**src/verilog/tm3_map.vh**
```
`ifndef TM3_MAP_VH
`define TM3_MAP_VH

// ---------------------------------------------------------------------
// Register byte addresses
// ---------------------------------------------------------------------
`define TM3_ADDR_CTRL        8'h00
`define TM3_ADDR_PERIOD      8'h04
`define TM3_ADDR_PWIDTH      8'h08
`define TM3_ADDR_STATUS      8'h0C
`define TM3_ADDR_CONFIG      8'h10

// ---------------------------------------------------------------------
// Control register fields
// ---------------------------------------------------------------------
`define TM3_CTRL_FF_BIT      7
`define TM3_CTRL_CK_HI       6
`define TM3_CTRL_CK_LO       4
`define TM3_CTRL_RUN_BIT     3
`define TM3_CTRL_MODE_HI     2
`define TM3_CTRL_MODE_LO     0

// ---------------------------------------------------------------------
// Status and configuration fields
// ---------------------------------------------------------------------
`define TM3_STAT_RUN_BIT     0
`define TM3_STAT_FF_BIT      1
`define TM3_STAT_SRC_OK_BIT  2
`define TM3_STAT_VIOL_BIT    3
`define TM3_STAT_CNT_LO      8
`define TM3_CFG_PRESC_BIT    0
`define TM3_CFG_LOWSPD_BIT   1

// ---------------------------------------------------------------------
// Reset values
// ---------------------------------------------------------------------
`define TM3_RST_CTRL         8'h00
`define TM3_RST_CMP          8'h00
`define TM3_RST_CFG          2'h0

// ---------------------------------------------------------------------
// Mode and clock select codes
// ---------------------------------------------------------------------
`define TM3_MODE_TIMER       3'h0
`define TM3_MODE_DIVIDER     3'h1
`define TM3_MODE_PWM8        3'h2
`define TM3_MODE_CASCADE     3'h3
`define TM3_PMODE_PWM16      3'h6
`define TM3_PMODE_WARMUP     3'h5
`define TM3_CK_DIV11         3'h0
`define TM3_CK_DIV7          3'h1
`define TM3_CK_DIV5          3'h2
`define TM3_CK_DIV3          3'h3
`define TM3_CK_FS            3'h4
`define TM3_CK_DIV1          3'h5
`define TM3_CK_FC            3'h6
`define TM3_CK_PIN           3'h7

// ---------------------------------------------------------------------
// Prescaler tap widths (log2 of each fc division ratio)
// ---------------------------------------------------------------------
`define TM3_SH_DIV11         4'hB
`define TM3_SH_DIV7          4'h7
`define TM3_SH_DIV5          4'h5
`define TM3_SH_DIV3          4'h3
`define TM3_SH_DIV1          4'h1

`endif

```
**src/verilog/tm3_timer.v**
```verilog
// Function
// - One control register plus 8-bit period and pulse-width compare registers.
// - Clock select picks prescaled or raw fc, fs, fs/8 or the count pin.
// - Start bit 0 halts and clears the counter; 1 counts from zero.
// - Mode 0 timer, 1 divider, 2 PWM, 3 cascade; 1xx reserved.
// - Cascade needs mode 011 here; partner mode gives combined function.
// - Cascade takes clock here, start and flip-flop from the partner.
// - Raw fc in low-speed states only serves the warm-up function.
// - Partner upper byte counts this timer's overflow in cascade.
//
// The APB slave port and the address map were decided locally.
`timescale 1ns/1ps
`include "tm3_map.vh"

module tm3_timer #(
	parameter CNT_W = 8
) (
	input  wire       pclk,
	input  wire       presetn,
	input  wire       psel,
	input  wire       penable,
	input  wire       pwrite,
	input  wire [7:0] paddr,
	input  wire [31:0] pwdata,
	output reg  [31:0] prdata,
	output reg        pready,
	output reg        pslverr,
	input  wire [2:0] partner_timer_mode_field,
	input  wire       partner_timer_run_bit,
	input  wire       partner_timer_output_flipflop,
	input  wire       fs_clk_pin,
	input  wire       ext_count_pin,
	output reg        timer3_output_flipflop,
	output reg        timer3_overflow_r,
	output reg        timer3_running_r
);

	// -----------------------------------------------------------------
	// Storage
	// -----------------------------------------------------------------
	reg  [7:0]       timer3_control;
	reg  [1:0]       config_r;
	reg              viol_r;
	reg  [CNT_W-1:0] count_r;
	reg  [10:0]      presc_r;
	reg  [2:0]       fs_div_r;
	reg  [2:0]       fs_sync_r;
	reg  [2:0]       pin_sync_r;
	reg              run_d_r;
	wire [7:0]       timer3_period_compare;
	wire [7:0]       timer3_pulse_width_compare;

	wire [2:0] timer3_clock_select = timer3_control[`TM3_CTRL_CK_HI:
		`TM3_CTRL_CK_LO];
	wire       timer3_run_bit = timer3_control[`TM3_CTRL_RUN_BIT];
	wire [2:0] timer3_mode_field = timer3_control[`TM3_CTRL_MODE_HI:
		`TM3_CTRL_MODE_LO];
	wire       prescaler_source_option = config_r[`TM3_CFG_PRESC_BIT];
	wire       low_speed = config_r[`TM3_CFG_LOWSPD_BIT];

	// -----------------------------------------------------------------
	// Helpers
	// -----------------------------------------------------------------
	// A divided tick: the prescaler bit below the ratio wraps to zero.
	function div_tick;
		input [10:0] p;
		input [3:0]  n;
		begin
			div_tick = (p & ((11'h001 << n) - 11'h001)) ==
				((11'h001 << n) - 11'h001);
		end
	endfunction

	function pwm_mode;
		input [2:0] own_mode;
		input [2:0] partner_mode;
		begin
			pwm_mode = (own_mode == `TM3_MODE_PWM8) ||
				((own_mode == `TM3_MODE_CASCADE) &&
				(partner_mode == `TM3_PMODE_PWM16));
		end
	endfunction

	// -----------------------------------------------------------------
	// Run control and cascade selection
	// -----------------------------------------------------------------
	wire cascade = (timer3_mode_field == `TM3_MODE_CASCADE);
	wire reserved = timer3_mode_field[2];
	// In cascade the partner owns start/stop and the flip-flop.
	wire eff_run = !reserved &&
		(cascade ? partner_timer_run_bit : timer3_run_bit);
	wire eff_ff = cascade ? partner_timer_output_flipflop :
		timer3_control[`TM3_CTRL_FF_BIT];
	wire start_evt = eff_run && !run_d_r;
	wire warmup = cascade &&
		(partner_timer_mode_field == `TM3_PMODE_WARMUP);

	// -----------------------------------------------------------------
	// Count source selection
	// -----------------------------------------------------------------
	wire fs_tick = fs_sync_r[1] && !fs_sync_r[2];
	wire pin_tick = pin_sync_r[1] && !pin_sync_r[2];
	wire fs8_tick = fs_tick && (fs_div_r == 3'h7);
	reg  src_tick;
	reg  src_ok;

	always @*
	begin
		src_tick = 1'b0;
		src_ok = 1'b1;
		case (timer3_clock_select)
		`TM3_CK_DIV11:
			src_tick = (prescaler_source_option || low_speed) ?
				fs8_tick : div_tick(presc_r, `TM3_SH_DIV11);
		`TM3_CK_DIV7:
			src_tick = div_tick(presc_r, `TM3_SH_DIV7);
		`TM3_CK_DIV5:
			src_tick = div_tick(presc_r, `TM3_SH_DIV5);
		`TM3_CK_DIV3:
			src_tick = div_tick(presc_r, `TM3_SH_DIV3);
		`TM3_CK_FS:
			src_tick = fs_tick;
		`TM3_CK_DIV1:
			src_tick = div_tick(presc_r, `TM3_SH_DIV1);
		`TM3_CK_FC:
			src_tick = 1'b1;
		default:
			src_tick = pin_tick;
		endcase
		// In the low-speed states fc is stopped, except that raw fc may
		// feed the warm-up counter.
		if (low_speed)
		begin
			case (timer3_clock_select)
			`TM3_CK_DIV11, `TM3_CK_FS, `TM3_CK_PIN:
				src_ok = 1'b1;
			`TM3_CK_FC:
				src_ok = warmup;
			default:
				src_ok = 1'b0;
			endcase
		end
		if (!src_ok)
			src_tick = 1'b0;
	end

	// -----------------------------------------------------------------
	// Prescaler and pin synchronisers
	// -----------------------------------------------------------------
	always @(posedge pclk or negedge presetn)
	begin
		if (!presetn)
		begin
			presc_r <= 11'h000;
			fs_div_r <= 3'h0;
			fs_sync_r <= 3'h0;
			pin_sync_r <= 3'h0;
		end
		else
		begin
			presc_r <= presc_r + 11'h001;
			fs_sync_r <= {fs_sync_r[1:0], fs_clk_pin};
			pin_sync_r <= {pin_sync_r[1:0], ext_count_pin};
			if (fs_tick)
				fs_div_r <= fs_div_r + 3'h1;
		end
	end

	// -----------------------------------------------------------------
	// Counter, overflow and output flip-flop
	// -----------------------------------------------------------------
	always @(posedge pclk or negedge presetn)
	begin
		if (!presetn)
		begin
			count_r <= {CNT_W{1'b0}};
			run_d_r <= 1'b0;
			timer3_overflow_r <= 1'b0;
			timer3_running_r <= 1'b0;
			timer3_output_flipflop <= 1'b0;
		end
		else
		begin
			run_d_r <= eff_run;
			timer3_running_r <= eff_run;
			timer3_overflow_r <= 1'b0;
			if (!eff_run)
				count_r <= {CNT_W{1'b0}};
			else if (src_tick)
			begin
				// Reaching the period restarts the count; the pulse is
				// what the partner upper byte counts in cascade.
				if (count_r == timer3_period_compare[CNT_W-1:0])
				begin
					count_r <= {CNT_W{1'b0}};
					timer3_overflow_r <= 1'b1;
				end
				else
					count_r <= count_r + {{(CNT_W-1){1'b0}}, 1'b1};
			end
			if (start_evt)
				timer3_output_flipflop <= eff_ff;
		end
	end

	// -----------------------------------------------------------------
	// APB slave
	// -----------------------------------------------------------------
	// Every transfer is answered in its first access cycle, so the read
	// word and the error flag are prepared during the setup cycle.
	wire setup = psel && !penable;
	wire wr_acc = psel && penable && pready && pwrite && !pslverr;
	wire hit_ctrl = (paddr == `TM3_ADDR_CTRL);
	wire hit_per = (paddr == `TM3_ADDR_PERIOD);
	wire hit_pw = (paddr == `TM3_ADDR_PWIDTH);
	wire hit_stat = (paddr == `TM3_ADDR_STATUS);
	wire hit_cfg = (paddr == `TM3_ADDR_CONFIG);
	wire mapped = hit_ctrl || hit_per || hit_pw || hit_stat || hit_cfg;

	// Writes that software must not make while running are dropped and
	// flagged, so a broken driver cannot corrupt a live period.
	wire per_bad = hit_per && eff_run;
	wire pw_bad = hit_pw && eff_run &&
		!pwm_mode(timer3_mode_field, partner_timer_mode_field);
	wire [7:0] keep_mask = 8'hF7;
	wire ctrl_bad = hit_ctrl && timer3_run_bit &&
		((pwdata[7:0] & keep_mask) != (timer3_control & keep_mask));
	wire cmp_wr = wr_acc && ((hit_per && !per_bad) || (hit_pw && !pw_bad));
	wire viol_evt = wr_acc && (per_bad || pw_bad || ctrl_bad);
	wire viol_clr = wr_acc && hit_stat && pwdata[`TM3_STAT_VIOL_BIT];

	tm3_cmp_mem #(
		.WIDTH   (8)
	) u_cmp (
		.pclk    (pclk),
		.presetn (presetn),
		.wr_en   (cmp_wr),
		.wr_idx  (hit_pw),
		.wr_data (pwdata[7:0]),
		.word0_r (timer3_period_compare),
		.word1_r (timer3_pulse_width_compare)
	);

	always @(posedge pclk or negedge presetn)
	begin
		if (!presetn)
		begin
			timer3_control <= `TM3_RST_CTRL;
			config_r <= `TM3_RST_CFG;
			viol_r <= 1'b0;
		end
		else
		begin
			if (wr_acc && hit_ctrl)
			begin
				// While running only the start bit is honoured, so a stop
				// write keeps mode, clock and flip-flop; a start from
				// stopped loads every field.
				if (timer3_run_bit)
					timer3_control[`TM3_CTRL_RUN_BIT] <=
						pwdata[`TM3_CTRL_RUN_BIT];
				else
					timer3_control <= pwdata[7:0];
			end
			if (wr_acc && hit_cfg)
				config_r <= pwdata[1:0];
			// Set wins over clear.
			if (viol_evt)
				viol_r <= 1'b1;
			else if (viol_clr)
				viol_r <= 1'b0;
		end
	end

	always @(posedge pclk or negedge presetn)
	begin
		if (!presetn)
		begin
			prdata <= 32'h00000000;
			pready <= 1'b0;
			pslverr <= 1'b0;
		end
		else
		begin
			pready <= setup;
			pslverr <= setup && !mapped;
			if (setup && !pwrite)
			begin
				if (hit_ctrl)
					prdata <= {24'h000000, timer3_control};
				else if (hit_per)
					prdata <= {24'h000000, timer3_period_compare};
				else if (hit_pw)
					prdata <= {24'h000000, timer3_pulse_width_compare};
				else if (hit_stat)
					prdata <= {16'h0000, count_r, 4'h0, viol_r,
						src_ok, timer3_output_flipflop, eff_run};
				else if (hit_cfg)
					prdata <= {30'h00000000, config_r};
				else
					prdata <= 32'h00000000;
			end
			else if (setup)
				prdata <= 32'h00000000;
		end
	end

endmodule

```
**src/verilog/tm3_cmp_mem.v**
```verilog
`timescale 1ns/1ps
`include "tm3_map.vh"
// Holds the period word (index 0) and the pulse-width word (index 1).
// Both words are visible at once; the period match logic reads word 0
// continuously and word 1 is only read back; each comes straight out of its storage register.
module tm3_cmp_mem #(
	parameter WIDTH = 8
) (
	input  wire             pclk,
	input  wire             presetn,
	input  wire             wr_en,
	input  wire             wr_idx,
	input  wire [WIDTH-1:0] wr_data,
	output reg  [WIDTH-1:0] word0_r,
	output reg  [WIDTH-1:0] word1_r
);

	always @(posedge pclk or negedge presetn)
	begin
		if (!presetn)
		begin
			word0_r <= `TM3_RST_CMP;
			word1_r <= `TM3_RST_CMP;
		end
		else if (wr_en)
		begin
			if (wr_idx)
				word1_r <= wr_data;
			else
				word0_r <= wr_data;
		end
	end

endmodule

```
**config.mk**
```make
export PLATFORM = sky130hd
export DESIGN_NAME = tm3_timer
export DESIGN_NICKNAME = d
export VERILOG_FILES = /design/src/verilog/tm3_timer.v /design/src/verilog/tm3_cmp_mem.v
export VERILOG_INCLUDE_DIRS = /design/src /design/src/verilog
export SDC_FILE = /design/constraint.sdc
export NUM_CORES = 1
export LEC_CHECK = 0
export ABC_AREA = 1
export BUFFER_PORTS_ARGS = -buffer_cell sky130_fd_sc_hd__buf_4
export CAP_MARGIN = 10
export CORE_ASPECT_RATIO = 0.75
export CORE_MARGIN = 2
export CORE_UTILIZATION = 30
export CTS_BUF_LIST = sky130_fd_sc_hd__clkbuf_2 sky130_fd_sc_hd__clkbuf_4 sky130_fd_sc_hd__clkbuf_8
export DETAILED_ROUTE_END_ITERATION = 6
export PLACE_DENSITY = 0.46
export SYNTH_ARGS = -nofsm -noshare
export SYNTH_HDL_FRONTEND = slang
export SYNTH_SLANG_ARGS = --single-unit
```
**constraint.sdc**
```tcl
create_clock -name pclk -period 3.8 [get_ports pclk]
set_input_delay 0.57 -clock pclk [delete_from_list [all_inputs] [get_ports pclk]]
set_output_delay 0.57 -clock pclk [all_outputs]
set_load 0.02 [all_outputs]
```
==> flow_summary_export.csv <==
group,metric,value,unit
route,routed_wirelength,10.34,mm
placement,gp_congestion,0.8143,
cts,cts_setup_buffers,0,
die,row_count,37,
synth,synth-simple-area-share,0.2796,
worst_setup_path,end_kind,"flip-flop",
final_layout,finish.utilization,0.3494,
worst_setup_path,crit_path_max_incr_delay,0.39,ns
synth,syn_area_per_cell,8.450,µm²
synth,synthMuxAreaShare,0.005428,
sta,layout_worst_path_cycle_share,0.5485,
cts,cts_root_buffer,"clkbuf_8",
grt,grt_pass1_wl,16.68,mm
placement,portBuffers,48,
synth,synth.distinct_cells,42,
grt,grt_start_max_net_pins,77,
die,die_h,105.8,µm
die,die_x,139.8,µm
hold_path,hp-class,"in2reg",
worst_setup_path,path_buf_inv,1,
cts,insertion_delay,0.36,ns
final_layout,final_common_cell,"nand2_1",
cts,htree_levels,3,
pwr,leakagePower,2.394,nW
grt,grt_pass1_vias,3088,
synth,synthCells,491,
worst_setup_path,critPathLaunchType,"flip-flop",
route,num_vias,3258,
worst_setup_path,reg2regPathDepth,10,
placement,dp_cells,701,
synth,synth_compound_area_frac,0.09620,
synth,synth_fa_ha_area_frac,0.01809,
route,wl_per_cell,14.44,µm
route,drc,0,
cts,path_clk_slew,0.07,ns
sta,fmax,0.4798,GHz
die,core-area,13610,µm²
cts,cts_buffers,9,
placement,hpwl,7.769,mm
cts,cts_resized,0,
final_layout,nets,595,
synth,yosys_warnings,0,
job,maxCapViolCount,0,
worst_setup_path,cp.required,4.10,ns
final_layout,area_delta_synth_final,14.63,%
synth,synth_xor_area_frac,0.03800,
worst_setup_path,r2r-end,"count_r[4]",
route,vias_per_cell,4.550,
worst_setup_path,cpMaxStageDelayCell,"dfrtp_1",
pwr,p_per_area,327.8,nW/µm²
worst_setup_path,endpoint,"count_r[4]",
worst_setup_path,critical_path_arrival,2.38,ns
worst_setup_path,path_class,"reg2reg",
sta,setup_viol,0,
cts,clkSinkCount,76,
outcome,status,"finished clean",
sta,tightest_slew,1.005,ns
route,ant_nets,0,
worst_setup_path,r2r_start,"presc_r[0]",
final_layout,fillers,1443,
worst_setup_path,r2r_setup_slack,1.72,ns
sta,maxSlewHeadroom,0.3303,
cts,tritoncts,"built",
pwr,peakVddDrop,0.1327,mV
die,dieArea,14800,µm²
grt,antenna_found_initial,0,
final_layout,layout-drive-gt1-share,0.1922,
sta,rsz0062_at_grt,"false",
die,initial_core_util,0.3048,
synth,synth_top_family_by_area,"simple AND/OR/NAND/NOR gates",
pwr,total_power,1.559,mW
synth,syn_area,4149,µm²
route,drt_iter0_drc,164,
die,num_io_pins,89,
synth,yosysSeqAreaShare,0.4584,
grt,grt_usage,0.1453,
final_layout,final_cells,716,
cts,cts_buffer_depth,2,
sta,tns,0,ns
worst_setup_path,crit_start,"presc_r[0]",
sta,worst_clock_skew,0.005740,ns
grt,grt.overflow.total,0,
worst_setup_path,cpLargestDelayFamily,"simple AND/OR/NAND/NOR gates",
sta,timing.final.crit_period,2.084,ns
final_layout,n_antenna_cell,0,
route,first_pass_iters,4,
worst_setup_path,cp.depth,10,
synth,ys_ff_latch,76,
final_layout,final_cell_mix,"nand2_1, dfrtp_1, inv_1",
worst_setup_path,path_max_fanout,9,
worst_setup_path,path_cells,"ha_1, nand3_1, inv_1, ha_1, nand4_1, a21boi_0, nand3_2, nand2_2, nand3_1, nand2_1",
sta,hold_viol_final,0,
sta,report.final.slew_viol_count,0,
cts,ctsHoldBuffers,0,
## where the power goes
part	leakage (nW)	switching [mW]	internal, mW
logic	1.28	0.0810	0.0519
registers	1.02	0.0137	0.831
clock network	0.0961	0.299	0.282
## synth_stat cells, drive strengths merged
cell type | number | area, µm²
a21boi | 1 | 7.510
a21oi | 8 | 51.30
conb | 1 | 3.750
o211ai | 4 | 30.03
o21a | 1 | 7.510
o21ai | 35 | 224.0
xor2 | 7 | 61.31
nor3 | 9 | 61.31
nor2 | 34 | 152.7
ha | 6 | 75.07
nand2 | 140 | 545.5
xnor2 | 11 | 96.34
inv | 59 | 224.0
clkbuf | 1 | 3.750
o31ai | 9 | 72.57
dfrtp | 76 | 1902
mux2 | 2 | 22.52
nand4 | 12 | 75.07
buf | 27 | 201.4
a31oi | 1 | 6.260
nand3 | 43 | 272.8
nand3b | 2 | 40.04
and3 | 1 | 6.260
nor4 | 1 | 6.260
## worst register-to-register path, stage by stage (launching register included)
cell and delay, ns:
dfrtp_1 0.39, ha_1 0.23, nand3_1 0.11, inv_1 0.09
ha_1 0.20, nand4_1 0.08, a21boi_0 0.23, nand3_2 0.26
nand2_2 0.26, nand3_1 0.09, nand2_1 0.08
## metal layers
layer / wire length (µm) / GRT usage / vias up
met2: 4083 / 0.2028 / 85
met3: 614 / 0.03544 / 9
met1: 5536 / 0.2219 / 1524
li1: - / - / 1640
met4: 107 / 0.03857 / 0
met5: 0 / 0 / -
## state kept, by name, summed over array words and instances (netlist names)
| register | flops |
|---|---|
| fs_div_r | 3 |
| run_d_r | 1 |
| count_r | 8 |
| pin_sync_r | 3 |
| timer3_overflow_r | 1 |
| fs_sync_r | 3 |
| pready | 1 |
| config_r | 2 |
| viol_r | 1 |
| u_cmp.word1_r | 8 |
| presc_r | 11 |
| pslverr | 1 |
| prdata | 16 |
| u_cmp.word0_r | 8 |
| timer3_output_flipflop | 1 |
| timer3_control | 8 |
## cells by family after synthesis
family	count (synthesis)
DFF	76
buffers and inverters	87
adders and majority gates	6
other	1
and+or+nand+nor	242
xor gates and xnor gates	18
AOI/OAI and AO/OA	59
muxes	2
## how the worst min path moves through the flow
| stage | start | cells past startpoint | endpoint |
|---|---|---|---|
| after global placement | pin_sync_r[0] | 0 | pin_sync_r[1] |
| after CTS | ext_count_pin | 1 | pin_sync_r[0] |
| after global routing | fs_clk_pin | 1 | fs_sync_r[0] |
| after detailed placement | pin_sync_r[0] | 0 | pin_sync_r[1] |
| after floorplan | presetn | 0 | config_r[0] |
| final | ext_count_pin | 1 | pin_sync_r[0] |
## cell type report
class	count	area, µm²	area share
Sequential cell	76	1902	0.3999
Tap cell	175	219.0	0.04604
Timing Repair Buffer	48	360.3	0.07577
Multi-Input combinational cell	343	1874	0.3941
Clock buffer	13	166.4	0.03499
Clock inverter	2	10.01	0.002105
Inverter	59	224.0	0.04709
## stage by stage
| stage | hold WS, ns | worst slack (ns) | area [µm²] |
|---|---|---|---|
| 2_1_floorplan | 0.2744 | 2.070 | 4205 |
| 3_3_place_gp | 0.3345 | 1.474 | 4579 |
| 3_5_place_dp | 0.3396 | 1.438 | 4579 |
| 4_1_cts | 0.3039 | 1.684 | 4756 |
| 5_1_grt | 0.3012 | 1.482 | 4756 |
| 6_report | 0.3180 | 1.716 | 4756 |
Note: power is estimated with default switching activity, not from simulation.
